### config.mk
export PLATFORM = sky130hd
export DESIGN_NAME = osrv_regs
export DESIGN_NICKNAME = d
export VERILOG_FILES = /design/src/hw/osrv_pkg.sv /design/src/hw/osrv_channel.sv /design/src/hw/osrv_regs.sv /design/src/hw/osrv_step_divider.sv
export SDC_FILE = /design/constraint.sdc
export NUM_CORES = 1
export LEC_CHECK = 0
export BUFFER_PORTS_ARGS = -buffer_cell sky130_fd_sc_hd__buf_4
export CORE_ASPECT_RATIO = 0.6
export CORE_MARGIN = 5
export CORE_UTILIZATION = 30
export CTS_CLUSTER_SIZE = 24
export DETAILED_ROUTE_END_ITERATION = 12
export GPL_TIMING_DRIVEN = 0
export SETUP_SLACK_MARGIN = 0.4
export SLEW_MARGIN = 5
export SYNTH_ARGS = -nofsm -noshare
export SYNTH_HDL_FRONTEND = slang
export SYNTH_SLANG_ARGS = --single-unit
### constraint.sdc
create_clock -name core_clk -period 12.9 [get_ports core_clk]
set_input_delay 2.58 -clock core_clk [delete_from_list [all_inputs] [get_ports core_clk]]
set_output_delay 2.58 -clock core_clk [all_outputs]
set_load 0.02 [all_outputs]
### src/hw/osrv_pkg.sv
// osrv_pkg: shared constants and types of the output dc offset servo register bank
// assumes a 200 MHz core clock and a 32-bit ahb-lite register bus
package osrv_pkg;

  // clock and servo step timing
  localparam int CLK_PERIOD_PS   = 5000;
  localparam int SERVO_STEP_NS   = 1000;
  localparam int SERVO_STEP_CYC  = (SERVO_STEP_NS * 1000) / CLK_PERIOD_PS;

  // register indices; byte address is four times the index
  localparam logic [7:0] IDX_SERVO_CONTROL    = 8'h43;
  localparam logic [7:0] IDX_SERVO_MODE       = 8'h45;
  localparam logic [7:0] IDX_HP_LEFT_PRESET   = 8'h47;
  localparam logic [7:0] IDX_HP_RIGHT_PRESET  = 8'h48;
  localparam logic [7:0] IDX_LINE_LEFT_PRESET = 8'h49;
  localparam logic [7:0] IDX_LINE_RIGHT_PRESET = 8'h4a;
  localparam logic [7:0] IDX_HP_LEFT_INTEG    = 8'h51;
  localparam logic [7:0] IDX_HP_RIGHT_INTEG   = 8'h52;
  localparam logic [7:0] IDX_LINE_LEFT_INTEG  = 8'h53;
  localparam logic [7:0] IDX_LINE_RIGHT_INTEG = 8'h54;

  // control field positions
  localparam int MASTER_RUN_BIT  = 4;
  localparam int ENABLES_LSB     = 0;
  localparam int ENABLES_W       = 4;
  localparam int MODE_LSB        = 0;
  localparam int MODE_W          = 2;

  // channel numbering inside the enable field
  localparam int CH_LINE_RIGHT   = 0;
  localparam int CH_LINE_LEFT    = 1;
  localparam int CH_HP_RIGHT     = 2;
  localparam int CH_HP_LEFT      = 3;
  localparam int NUM_CHANNELS    = 4;

  // reset values
  localparam logic       RST_MASTER_RUN = 1'b1;
  localparam logic [3:0] RST_ENABLES    = 4'h0;
  localparam logic [7:0] RST_PRESET     = 8'h00;
  localparam logic [7:0] RST_INTEG      = 8'h00;

  // integrator limits, two's complement
  localparam logic signed [7:0] INTEG_MAX = 8'sh7f;
  localparam logic signed [7:0] INTEG_MIN = -8'sh80;

  // ahb-lite encodings
  localparam logic [1:0] HTRANS_NONSEQ = 2'b10;
  localparam logic       HRESP_OKAY    = 1'b0;

  typedef enum logic [1:0] {
    MODE_WRITE_HOLD     = 2'b00,
    MODE_WRITE_APPLY    = 2'b01,
    MODE_MEASURE_HOLD   = 2'b10,
    MODE_MEASURE_APPLY  = 2'b11
  } osrv_mode_type;

  localparam osrv_mode_type RST_MODE = MODE_WRITE_HOLD;

  typedef struct packed {
    logic          servo_master_run;
    logic [3:0]    servo_channel_enables;
    osrv_mode_type servo_operating_mode;
  } osrv_ctrl_type;

endpackage : osrv_pkg

### src/hw/osrv_channel.sv
// osrv_channel: integrator and applied correction of one output servo
// assumes offset_high is a settled comparator level, synchronous to core_clk
`timescale 1ns/1ps
module osrv_channel
(
  input  wire logic                   core_clk,
  input  wire logic                   reset,
  input  wire logic                   master_run,
  input  wire logic                   channel_en,
  input  wire osrv_pkg::osrv_mode_type mode,
  input  wire logic                   step_en,
  input  wire logic [7:0]             preset,
  input  wire logic                   offset_high,
  output logic [7:0]                  integrator,
  output logic [7:0]                  correction
);
  import osrv_pkg::*;

  logic signed [7:0] integ_reg;
  logic signed [7:0] integ_next;
  logic [7:0]        corr_reg;
  logic [7:0]        corr_next;
  logic              measuring;
  logic              applying;

  assign measuring = mode[1];
  assign applying  = mode[0];

  always_comb
  begin
    integ_next = integ_reg;
    corr_next  = corr_reg;
    if (!master_run)
    begin
      // servo held in reset, channel enables ignored
      integ_next = RST_INTEG;
      corr_next  = RST_INTEG;
    end
    else if (channel_en)
    begin
      if (!measuring)
      begin
        integ_next = preset;
      end
      else if (step_en)
      begin
        // step against the sensed offset, saturating
        if (offset_high && integ_reg != INTEG_MIN)
        begin
          integ_next = integ_reg - 8'sh01;
        end
        else if (!offset_high && integ_reg != INTEG_MAX)
        begin
          integ_next = integ_reg + 8'sh01;
        end
      end
      if (applying)
      begin
        corr_next = integ_next;
      end
    end
  end

  always_ff @(posedge core_clk or posedge reset)
  begin
    if (reset)
    begin
      integ_reg <= RST_INTEG;
      corr_reg  <= RST_INTEG;
    end
    else
    begin
      integ_reg <= integ_next;
      corr_reg  <= corr_next;
    end
  end

  assign integrator = integ_reg;
  assign correction = corr_reg;

endmodule : osrv_channel

### src/hw/osrv_regs.sv
// osrv_regs: ahb-lite register bank of the four-output dc offset servo
// assumes a single ahb-lite master; hready is this slave's hreadyout
//
// Implementation choice: the AHB-Lite slave port.
`timescale 1ns/1ps
module osrv_regs
#(
  parameter int STEP_CYCLES = osrv_pkg::SERVO_STEP_CYC,
  parameter int ADDR_W      = 12
)
(
  input  wire logic              core_clk,
  input  wire logic              reset,
  input  wire logic              hsel,
  input  wire logic [ADDR_W-1:0] haddr,
  input  wire logic [1:0]        htrans,
  input  wire logic              hwrite,
  input  wire logic [2:0]        hsize,
  input  wire logic [31:0]       hwdata,
  input  wire logic              hready,
  output logic                   hreadyout,
  output logic                   hresp,
  output logic [31:0]            hrdata,
  input  wire logic [3:0]        offset_high,
  output logic [7:0]             headphone_left_out,
  output logic [7:0]             headphone_right_out,
  output logic [7:0]             line_left_out,
  output logic [7:0]             line_right_out,
  output logic                   servo_active
);
  import osrv_pkg::*;

  function automatic logic hits(input logic [ADDR_W-1:0] a, input logic [7:0] idx);
    hits = (a == ADDR_W'({idx, 2'b00}));
  endfunction : hits

  // address phase capture
  logic              accept;
  logic              wr_pend_reg;
  logic              wr_pend_next;
  logic [ADDR_W-1:0] wr_addr_reg;
  logic [ADDR_W-1:0] wr_addr_next;
  logic [31:0]       rdata_reg;
  logic [31:0]       rdata_next;

  // software-visible state
  osrv_ctrl_type     ctrl_reg;
  osrv_ctrl_type     ctrl_next;
  logic [7:0]        preset_reg [NUM_CHANNELS];
  logic [7:0]        preset_next [NUM_CHANNELS];
  logic [7:0]        integ [NUM_CHANNELS];
  logic [7:0]        corr [NUM_CHANNELS];
  logic              step_en;

  assign accept = hsel && htrans[1] && hready;

  // register writes land in the data phase
  always_comb
  begin
    wr_pend_next = accept && hwrite;
    wr_addr_next = accept ? haddr : wr_addr_reg;
    ctrl_next    = ctrl_reg;
    for (int i = 0; i < NUM_CHANNELS; i++)
    begin
      preset_next[i] = preset_reg[i];
    end
    if (wr_pend_reg)
    begin
      if (hits(wr_addr_reg, IDX_SERVO_CONTROL))
      begin
        ctrl_next.servo_master_run      = hwdata[MASTER_RUN_BIT];
        ctrl_next.servo_channel_enables = hwdata[ENABLES_LSB +: ENABLES_W];
      end
      else if (hits(wr_addr_reg, IDX_SERVO_MODE))
      begin
        ctrl_next.servo_operating_mode = osrv_mode_type'(hwdata[MODE_LSB +: MODE_W]);
      end
      else if (hits(wr_addr_reg, IDX_HP_LEFT_PRESET))
      begin
        preset_next[CH_HP_LEFT] = hwdata[7:0];
      end
      else if (hits(wr_addr_reg, IDX_HP_RIGHT_PRESET))
      begin
        preset_next[CH_HP_RIGHT] = hwdata[7:0];
      end
      else if (hits(wr_addr_reg, IDX_LINE_LEFT_PRESET))
      begin
        preset_next[CH_LINE_LEFT] = hwdata[7:0];
      end
      else if (hits(wr_addr_reg, IDX_LINE_RIGHT_PRESET))
      begin
        preset_next[CH_LINE_RIGHT] = hwdata[7:0];
      end
      // readback and unmapped addresses ignore writes
    end
  end

  // read data sampled at the address phase, writable registers from next values (integrators from their registers) so that
  // a write in its data phase is seen by a read right behind it
  always_comb
  begin
    rdata_next = rdata_reg;
    if (accept && !hwrite)
    begin
      rdata_next = 32'h0000_0000;
      if (hits(haddr, IDX_SERVO_CONTROL))
      begin
        rdata_next[MASTER_RUN_BIT] = ctrl_next.servo_master_run;
        rdata_next[ENABLES_LSB +: ENABLES_W] = ctrl_next.servo_channel_enables;
      end
      else if (hits(haddr, IDX_SERVO_MODE))
      begin
        rdata_next[MODE_LSB +: MODE_W] = ctrl_next.servo_operating_mode;
      end
      else if (hits(haddr, IDX_HP_LEFT_PRESET))
      begin
        rdata_next[7:0] = preset_next[CH_HP_LEFT];
      end
      else if (hits(haddr, IDX_HP_RIGHT_PRESET))
      begin
        rdata_next[7:0] = preset_next[CH_HP_RIGHT];
      end
      else if (hits(haddr, IDX_LINE_LEFT_PRESET))
      begin
        rdata_next[7:0] = preset_next[CH_LINE_LEFT];
      end
      else if (hits(haddr, IDX_LINE_RIGHT_PRESET))
      begin
        rdata_next[7:0] = preset_next[CH_LINE_RIGHT];
      end
      else if (hits(haddr, IDX_HP_LEFT_INTEG))
      begin
        rdata_next[7:0] = integ[CH_HP_LEFT];
      end
      else if (hits(haddr, IDX_HP_RIGHT_INTEG))
      begin
        rdata_next[7:0] = integ[CH_HP_RIGHT];
      end
      else if (hits(haddr, IDX_LINE_LEFT_INTEG))
      begin
        rdata_next[7:0] = integ[CH_LINE_LEFT];
      end
      else if (hits(haddr, IDX_LINE_RIGHT_INTEG))
      begin
        rdata_next[7:0] = integ[CH_LINE_RIGHT];
      end
    end
  end

  always_ff @(posedge core_clk or posedge reset)
  begin
    if (reset)
    begin
      wr_pend_reg <= 1'b0;
      wr_addr_reg <= '0;
      rdata_reg   <= 32'h0000_0000;
      ctrl_reg.servo_master_run      <= RST_MASTER_RUN;
      ctrl_reg.servo_channel_enables <= RST_ENABLES;
      ctrl_reg.servo_operating_mode  <= RST_MODE;
      for (int i = 0; i < NUM_CHANNELS; i++)
      begin
        preset_reg[i] <= RST_PRESET;
      end
    end
    else
    begin
      wr_pend_reg <= wr_pend_next;
      wr_addr_reg <= wr_addr_next;
      rdata_reg   <= rdata_next;
      ctrl_reg    <= ctrl_next;
      for (int i = 0; i < NUM_CHANNELS; i++)
      begin
        preset_reg[i] <= preset_next[i];
      end
    end
  end

  // zero wait states, always okay
  assign hreadyout = 1'b1;
  assign hresp     = HRESP_OKAY;
  assign hrdata    = rdata_reg;

  osrv_step_divider #(
    .STEP_CYCLES (STEP_CYCLES)
  ) u_step (
    .core_clk (core_clk),
    .reset    (reset),
    .run      (ctrl_reg.servo_master_run),
    .step_en  (step_en)
  );

  generate
    for (genvar ch = 0; ch < NUM_CHANNELS; ch++)
    begin : g_chan
      osrv_channel u_chan (
        .core_clk    (core_clk),
        .reset       (reset),
        .master_run  (ctrl_reg.servo_master_run),
        .channel_en  (ctrl_reg.servo_channel_enables[ch]),
        .mode        (ctrl_reg.servo_operating_mode),
        .step_en     (step_en),
        .preset      (preset_reg[ch]),
        .offset_high (offset_high[ch]),
        .integrator  (integ[ch]),
        .correction  (corr[ch])
      );
    end
  endgenerate

  assign headphone_left_out  = corr[CH_HP_LEFT];
  assign headphone_right_out = corr[CH_HP_RIGHT];
  assign line_left_out       = corr[CH_LINE_LEFT];
  assign line_right_out      = corr[CH_LINE_RIGHT];
  assign servo_active        = ctrl_reg.servo_master_run && (|ctrl_reg.servo_channel_enables);

endmodule : osrv_regs

### src/hw/osrv_step_divider.sv
// osrv_step_divider: one-cycle step enable for the servo integrators
// assumes core_clk at the rate the step count was derived for
`timescale 1ns/1ps
module osrv_step_divider
#(
  parameter int STEP_CYCLES = osrv_pkg::SERVO_STEP_CYC
)
(
  input  wire logic core_clk,
  input  wire logic reset,
  input  wire logic run,
  output logic      step_en
);
  import osrv_pkg::*;

  localparam int CW = $clog2(STEP_CYCLES + 1);

  logic [CW-1:0] count_reg;
  logic [CW-1:0] count_next;
  logic          step_reg;
  logic          step_next;

  always_comb
  begin
    count_next = count_reg;
    step_next  = 1'b0;
    if (!run)
    begin
      count_next = '0;
    end
    else if (count_reg == CW'(STEP_CYCLES - 1))
    begin
      count_next = '0;
      step_next  = 1'b1;
    end
    else
    begin
      count_next = count_reg + CW'(1);
    end
  end

  always_ff @(posedge core_clk or posedge reset)
  begin
    if (reset)
    begin
      count_reg <= '0;
      step_reg  <= 1'b0;
    end
    else
    begin
      count_reg <= count_next;
      step_reg  <= step_next;
    end
  end

  assign step_en = step_reg;

endmodule : osrv_step_divider

## Yosys cells after proc, flatten, opt, wreduce, memory -nomap -nowiden

Index checks and enable logic that the tools add are counted.
W data, S select, Z words.

- Equality and inequality tests: 30
- Reduce and logical (&&, ||, !) cells: 23
- Mux-type cells: 66
- Add/sub/neg operators: 9

Operator list:

| kind | count |
|---|---|
| $mux W8 | 51 |
| $eq A12 B9 Y1 const B | 16 |
| $mux W32 | 3 |
| $ne A8 B8 Y1 const B | 8 |
| $add A8 B2 Y8 const B | 4 |
| $sub A8 B2 Y8 const B | 4 |
| $mux W24 | 1 |
| $mux W16 | 1 |
| $logic_and A1 B1 Y1 | 13 |
| $mux W5 | 2 |
| $ne A2 B2 Y1 const B | 5 |
| $add A8 B1 Y8 const B | 1 |
| $eq A8 B8 Y1 const B | 1 |
| $reduce_and A2 Y1 | 4 |
| $mux W7 | 1 |
| $mux W2 | 3 |
| $mux W6 | 1 |
| $logic_not A1 Y1 | 5 |
| $reduce_or A4 Y1 | 1 |
| $mux W3 | 1 |
| $mux W1 | 2 |

- Output and inout bits: 67
- Input bits: 58
- Flip-flop bits (word level): 133
- Logic and storage cells: 148

## Depth between registers and ports, before layout

- Word-level depth: 14
- Depth in mapped cells: 9
- Mapped depth without buffers: 8

## Cells and area by module

From an unflattened synthesis, not the netlist that was laid out.

- Cells, all modules: 1010
- Area, all modules: 9262.6 µm²

Modules (own cells, without submodules):

| module | sequential area each (µm²) | instances | cells an instance | area an instance (µm²) |
|---|---|---|---|---|
| osrv_channel | 400.4 | 4 | 162 | 1341.3 |
| osrv_regs | 1502.7 | 1 | 320 | 3460.8 |
| osrv_step_divider | 225.2 | 1 | 42 | 436.7 |

## Least setup slack after synthesis

No wires, ideal clock.

- Path kind: input port to flip-flop
- From: input haddr[4]
- To: register rdata_reg[2] (netlist: hrdata[2])
- Setup slack: 8.690 ns
- Buffers on the path: 2
- Required time: 12.823 ns
- Library setup time: 0.077 ns
- Data arrival time: 4.134 ns
- Stages on the path: 8
- Cell sequence: clkbuf_1 or4b_1 clkbuf_1 or3b_1 a21oi_1 a311o_1 o31ai_1 o21ai_1

- Cells in the longest elaborated chain, start to end: 11
- Elaborated cells on any way between the ends: 20
- Those cells by class: eq/ne (10); mux (10)

Ends and longest elaborated chain:

| item | line | source |
|---|---|---|
| start, declared | osrv_regs.sv:15 | `input wire logic [ADDR_W-1:0] haddr,` |
| $eq A12 B9 Y1 | osrv_regs.sv:34 | `hits = (a == ADDR_W'({idx, 2'b00}));` |
| $mux W8 | osrv_regs.sv:143 | `else if (hits(haddr, IDX_LINE_RIGHT_INTEG))` |
| $mux W8 | osrv_regs.sv:139 | `else if (hits(haddr, IDX_LINE_LEFT_INTEG))` |
| $mux W8 | osrv_regs.sv:135 | `else if (hits(haddr, IDX_HP_RIGHT_INTEG))` |
| $mux W8 | osrv_regs.sv:131 | `else if (hits(haddr, IDX_HP_LEFT_INTEG))` |
| $mux W8 | osrv_regs.sv:127 | `else if (hits(haddr, IDX_LINE_RIGHT_PRESET))` |
| $mux W8 | osrv_regs.sv:123 | `else if (hits(haddr, IDX_LINE_LEFT_PRESET))` |
| $mux W8 | osrv_regs.sv:119 | `else if (hits(haddr, IDX_HP_RIGHT_PRESET))` |
| $mux W8 | osrv_regs.sv:115 | `else if (hits(haddr, IDX_HP_LEFT_PRESET))` |
| $mux W6 | osrv_regs.sv:111 | `else if (hits(haddr, IDX_SERVO_MODE))` |
| $mux W5 (*) | osrv_regs.sv:106 | `if (hits(haddr, IDX_SERVO_CONTROL))` |
| end signal, assigned | osrv_regs.sv:169 | `rdata_reg <= rdata_next;` |
| end, declared | osrv_regs.sv:43 | `logic [31:0] rdata_reg;` |

Mark *: on every way between the ends. The rest lies on a longest branch, timed or not.
A chain may end at the register's enable or synchronous reset.

## Worst setup path in the final report

- From: register ctrl_reg[6] (netlist name)
- To: output servo_active

- Cells in the longest elaborated chain, start to end: 1

Ends and longest elaborated chain:

| item | line | source |
|---|---|---|
| start, declared | osrv_regs.sv:47 | `osrv_ctrl_type ctrl_reg;` |
| start signal, assigned | osrv_regs.sv:170 | `ctrl_reg <= ctrl_next;` |
| $logic_and A1 B1 Y1 | osrv_regs.sv:214 | `assign servo_active = ctrl_reg.servo_master_run && (\|ctrl_reg.servo_channel_enables);` |
| end, declared | osrv_regs.sv:29 | `output logic servo_active` |

No other way between the ends.

==> impl_metrics.toml <==
[layout]
stdcell_area_um2 = 10300
multi_input_area_um2 = 4860
fin_nets = 1119
final_util_pct = 35.9
final_layout_size_suffix_gt1_share_pct = 19.5
antenna_cells = 0
fillers = 2945
ff_latch_area_um2 = 3330
synthToLayoutAreaGrowth_pct = 18.8
fin_cells = 1435

[power]
cellLeakagePower_nw = 4.31
swShare_pct = 30.1
pwr-share-seq_pct = 42.5
powerDensity_nw_per_um2 = 107
ir_drop_mv = 0.0885
p_sw_mw = 0.329
internal-power_mw = 0.765
p_clk_share_pct = 41.1
p_comb_share_pct = 16.4
power_mw = 1.09

[setup_path]
required_ps = 10320
end_kind = "output pin"
critPathKind = "flop to output pin"
crit_arrival_ps = 2520
startpoint_type = "flop"
worst-path-max-fanout = 10

[sta]
hold_viol_final = 0
period_share_pct = 39.5
setup-tns-final_ps = 0
setup_ws_ps = 7800
fmax_ghz = 0.196
maxSlewViolCount = 0
rsz0062_at_grt = "false"
setup_viol = 0
slew_headroom_pct = 30.1
worst_clock_skew_ps = 7.26
holdWs_ps = 460
worst_slew_pin_slew_ps = 1040
min_period_ps = 5100

[routing]
wirelength_um = 32800
wire_per_inst_um = 22.9
drc = 0
firstDrtPassIters = 6
drt_iter0_markers = 1074
via_count = 8215
ant_nets = 0
viasPerCell = 5.72

[synthesis]
ys_seq_area_share_pct = 38.5
synthTopCellsByArea = "dfrtp_1, mux2_2, nor2_1"
yosysTopAreaCell = "dfrtp_1"
synth_top_flop_cell = "dfrtp_1"
synth_area_um2 = 8640
yosys_register_bits = 133
ys_types = 93
synth_top_cell_area_share_pct = 38.2
synth-async-reset-ratio_pct = 100
synth_edf_count = 0
yosysWarnings = 0
synth_commonest_cells = "dfrtp_1, nor2_1, nand2_1"
yosysMostFrequentCell = "dfrtp_1"
postSynthAreaPerCell_um2 = 9.23
synthCells = 937

[clock_tree]
htreeDepth = 4
clk_path_buf_depth = 2
cts.sinks = 133
clk_pin_slew_ps = 60
cts_resized = 0
cts_setup_buffers = 0
numCtsBuffers = 17
cts_tree = "done"
ctsHoldBuffers = 0
clk_latency_ps = 440
cts-root-buf = "clkbuf_16"

[floorplan]
start_util_pct = 30.2
die-width_um = 229
placementRows = 48
die_h_um = 141
core_area_um2 = 28600
ios = 125
die-area_um2 = 32400

[global_route]
grt_pass1_vias = 7597
grt_overflow = 0
grt_usage_pct = 19.9
grt_max_degree = 77
grt_first_pass_wirelength_um = 48700
antenna_found_initial = 1

[hold_path]
min_path_type = "flop to flop"

[placement]
placedInstanceArea_um2 = 9740
dp_hpwl_um = 24800
dp.cells = 1404
io_buffers = 67
gp_congestion = 0.952
pre_cts_slack_ps = 7700

[run_status]
outcome = "finished, final reports clean"

[run]
cap_violations = 0
layout by cell type (no fill, tap or decap), types with 5 or more instances in the layout:
cell type / instances
nor2b_1: 21
mux2i_1: 24
nand3_1: 31
buf_2: 7
clkbuf_16: 17
ha_1: 13
o21ai_1: 14
o31ai_1: 10
a221oi_1: 17
o22ai_1: 10
and4_1: 10
conb_1: 26
nand2_1: 63
o211ai_1: 9
and2_1: 5
clkbuf_1: 50
nand4_1: 15
xnor2_1: 13
buf_1: 5
buf_4: 93
a21oi_1: 40
xor2_1: 13
nor2_1: 77
and3_1: 13
a22o_1: 9
a22oi_1: 5
nand2b_1: 5
a211oi_1: 11
or2_2: 6
dfrtp_1: 132
inv_1: 26
mux2_2: 50
nor4_1: 11
nor3b_1: 7
o21ai_0: 27
a31oi_1: 17
nand3b_1: 9
or3_1: 19
nor3_1: 15
power by group through the flow:
stage	Clock, mW	Sequential [mW]	Combinational (mW)
2_1_floorplan	0	0.473	0.104
3_3_place_gp	0	0.470	0.173
3_5_place_dp	0	0.471	0.176
4_1_cts	0.455	0.464	0.177
5_1_grt	0.477	0.467	0.193
6_report	0.450	0.465	0.180
per-layer routing:
| metal | vias to the layer above | GRT usage [%] | share of wire [%] |
|---|---|---|---|
| li1 | 3690 | - | - |
| met4 | 2 | 4.20 | 0.95 |
| met1 | 4010 | 31.1 | 48 |
| met5 | - | 0 | 0.034 |
| met3 | 35 | 8.84 | 14 |
| met2 | 478 | 24.2 | 37 |
final timing paths:
path / start / to / slack, ps / cells past startpoint
min in group asynchronous: reset / wr_addr_reg[11] / 2200 / 2
worst min register to register: u_step.count_reg[0] / u_step.count_reg[0] / 460 / 1
worst max-delay path: ctrl_reg[6] / servo_active / 7800 / 5
worst min-delay path: u_step.count_reg[0] / u_step.count_reg[0] / 460 / 1
worst max register to register: ctrl_reg[1] / g_chan[2].u_chan.integrator[4] / 9920 / 5
max in group asynchronous: reset / g_chan[0].u_chan.integrator[6] / 9870 / 3
cells by family (layout without fill, tap and decap cells):
| kind of cell | after synthesis | in the layout | share of synthesized area [%] |
|---|---|---|---|
| and+or+nand+nor | 340 | 340 | 21.9 |
| muxes | 76 | 76 | 9.55 |
| other | 2 | 26 | 0.0869 |
| xor gates and xnor gates | 26 | 26 | 2.63 |
| DFF | 133 | 133 | 38.5 |
| AOI/OAI and AO/OA | 231 | 231 | 19.1 |
| adders and majority gates | 13 | 13 | 1.88 |
| buffers and inverters | 116 | 215 | 6.35 |
layout make-up:
type	count	share of cell area (%)
multi-input combinational	712	47.3
sequential	133	32.4
timing repair buffer	68	5.17
clock buffer	23	4.65
tap	375	4.57
buffer	86	4.25
inverter	30	1.15
clock inverter	8	0.512
worst max-delay path, cell delays in order, from the launching register on:
cell	delay, ps
dfstp_2	390
clkinv_1	130
clkbuf_1	630
buf_1	550
nor2_1	170
buf_4	200
No activity file was read; power rests on OpenSTA's default activity.
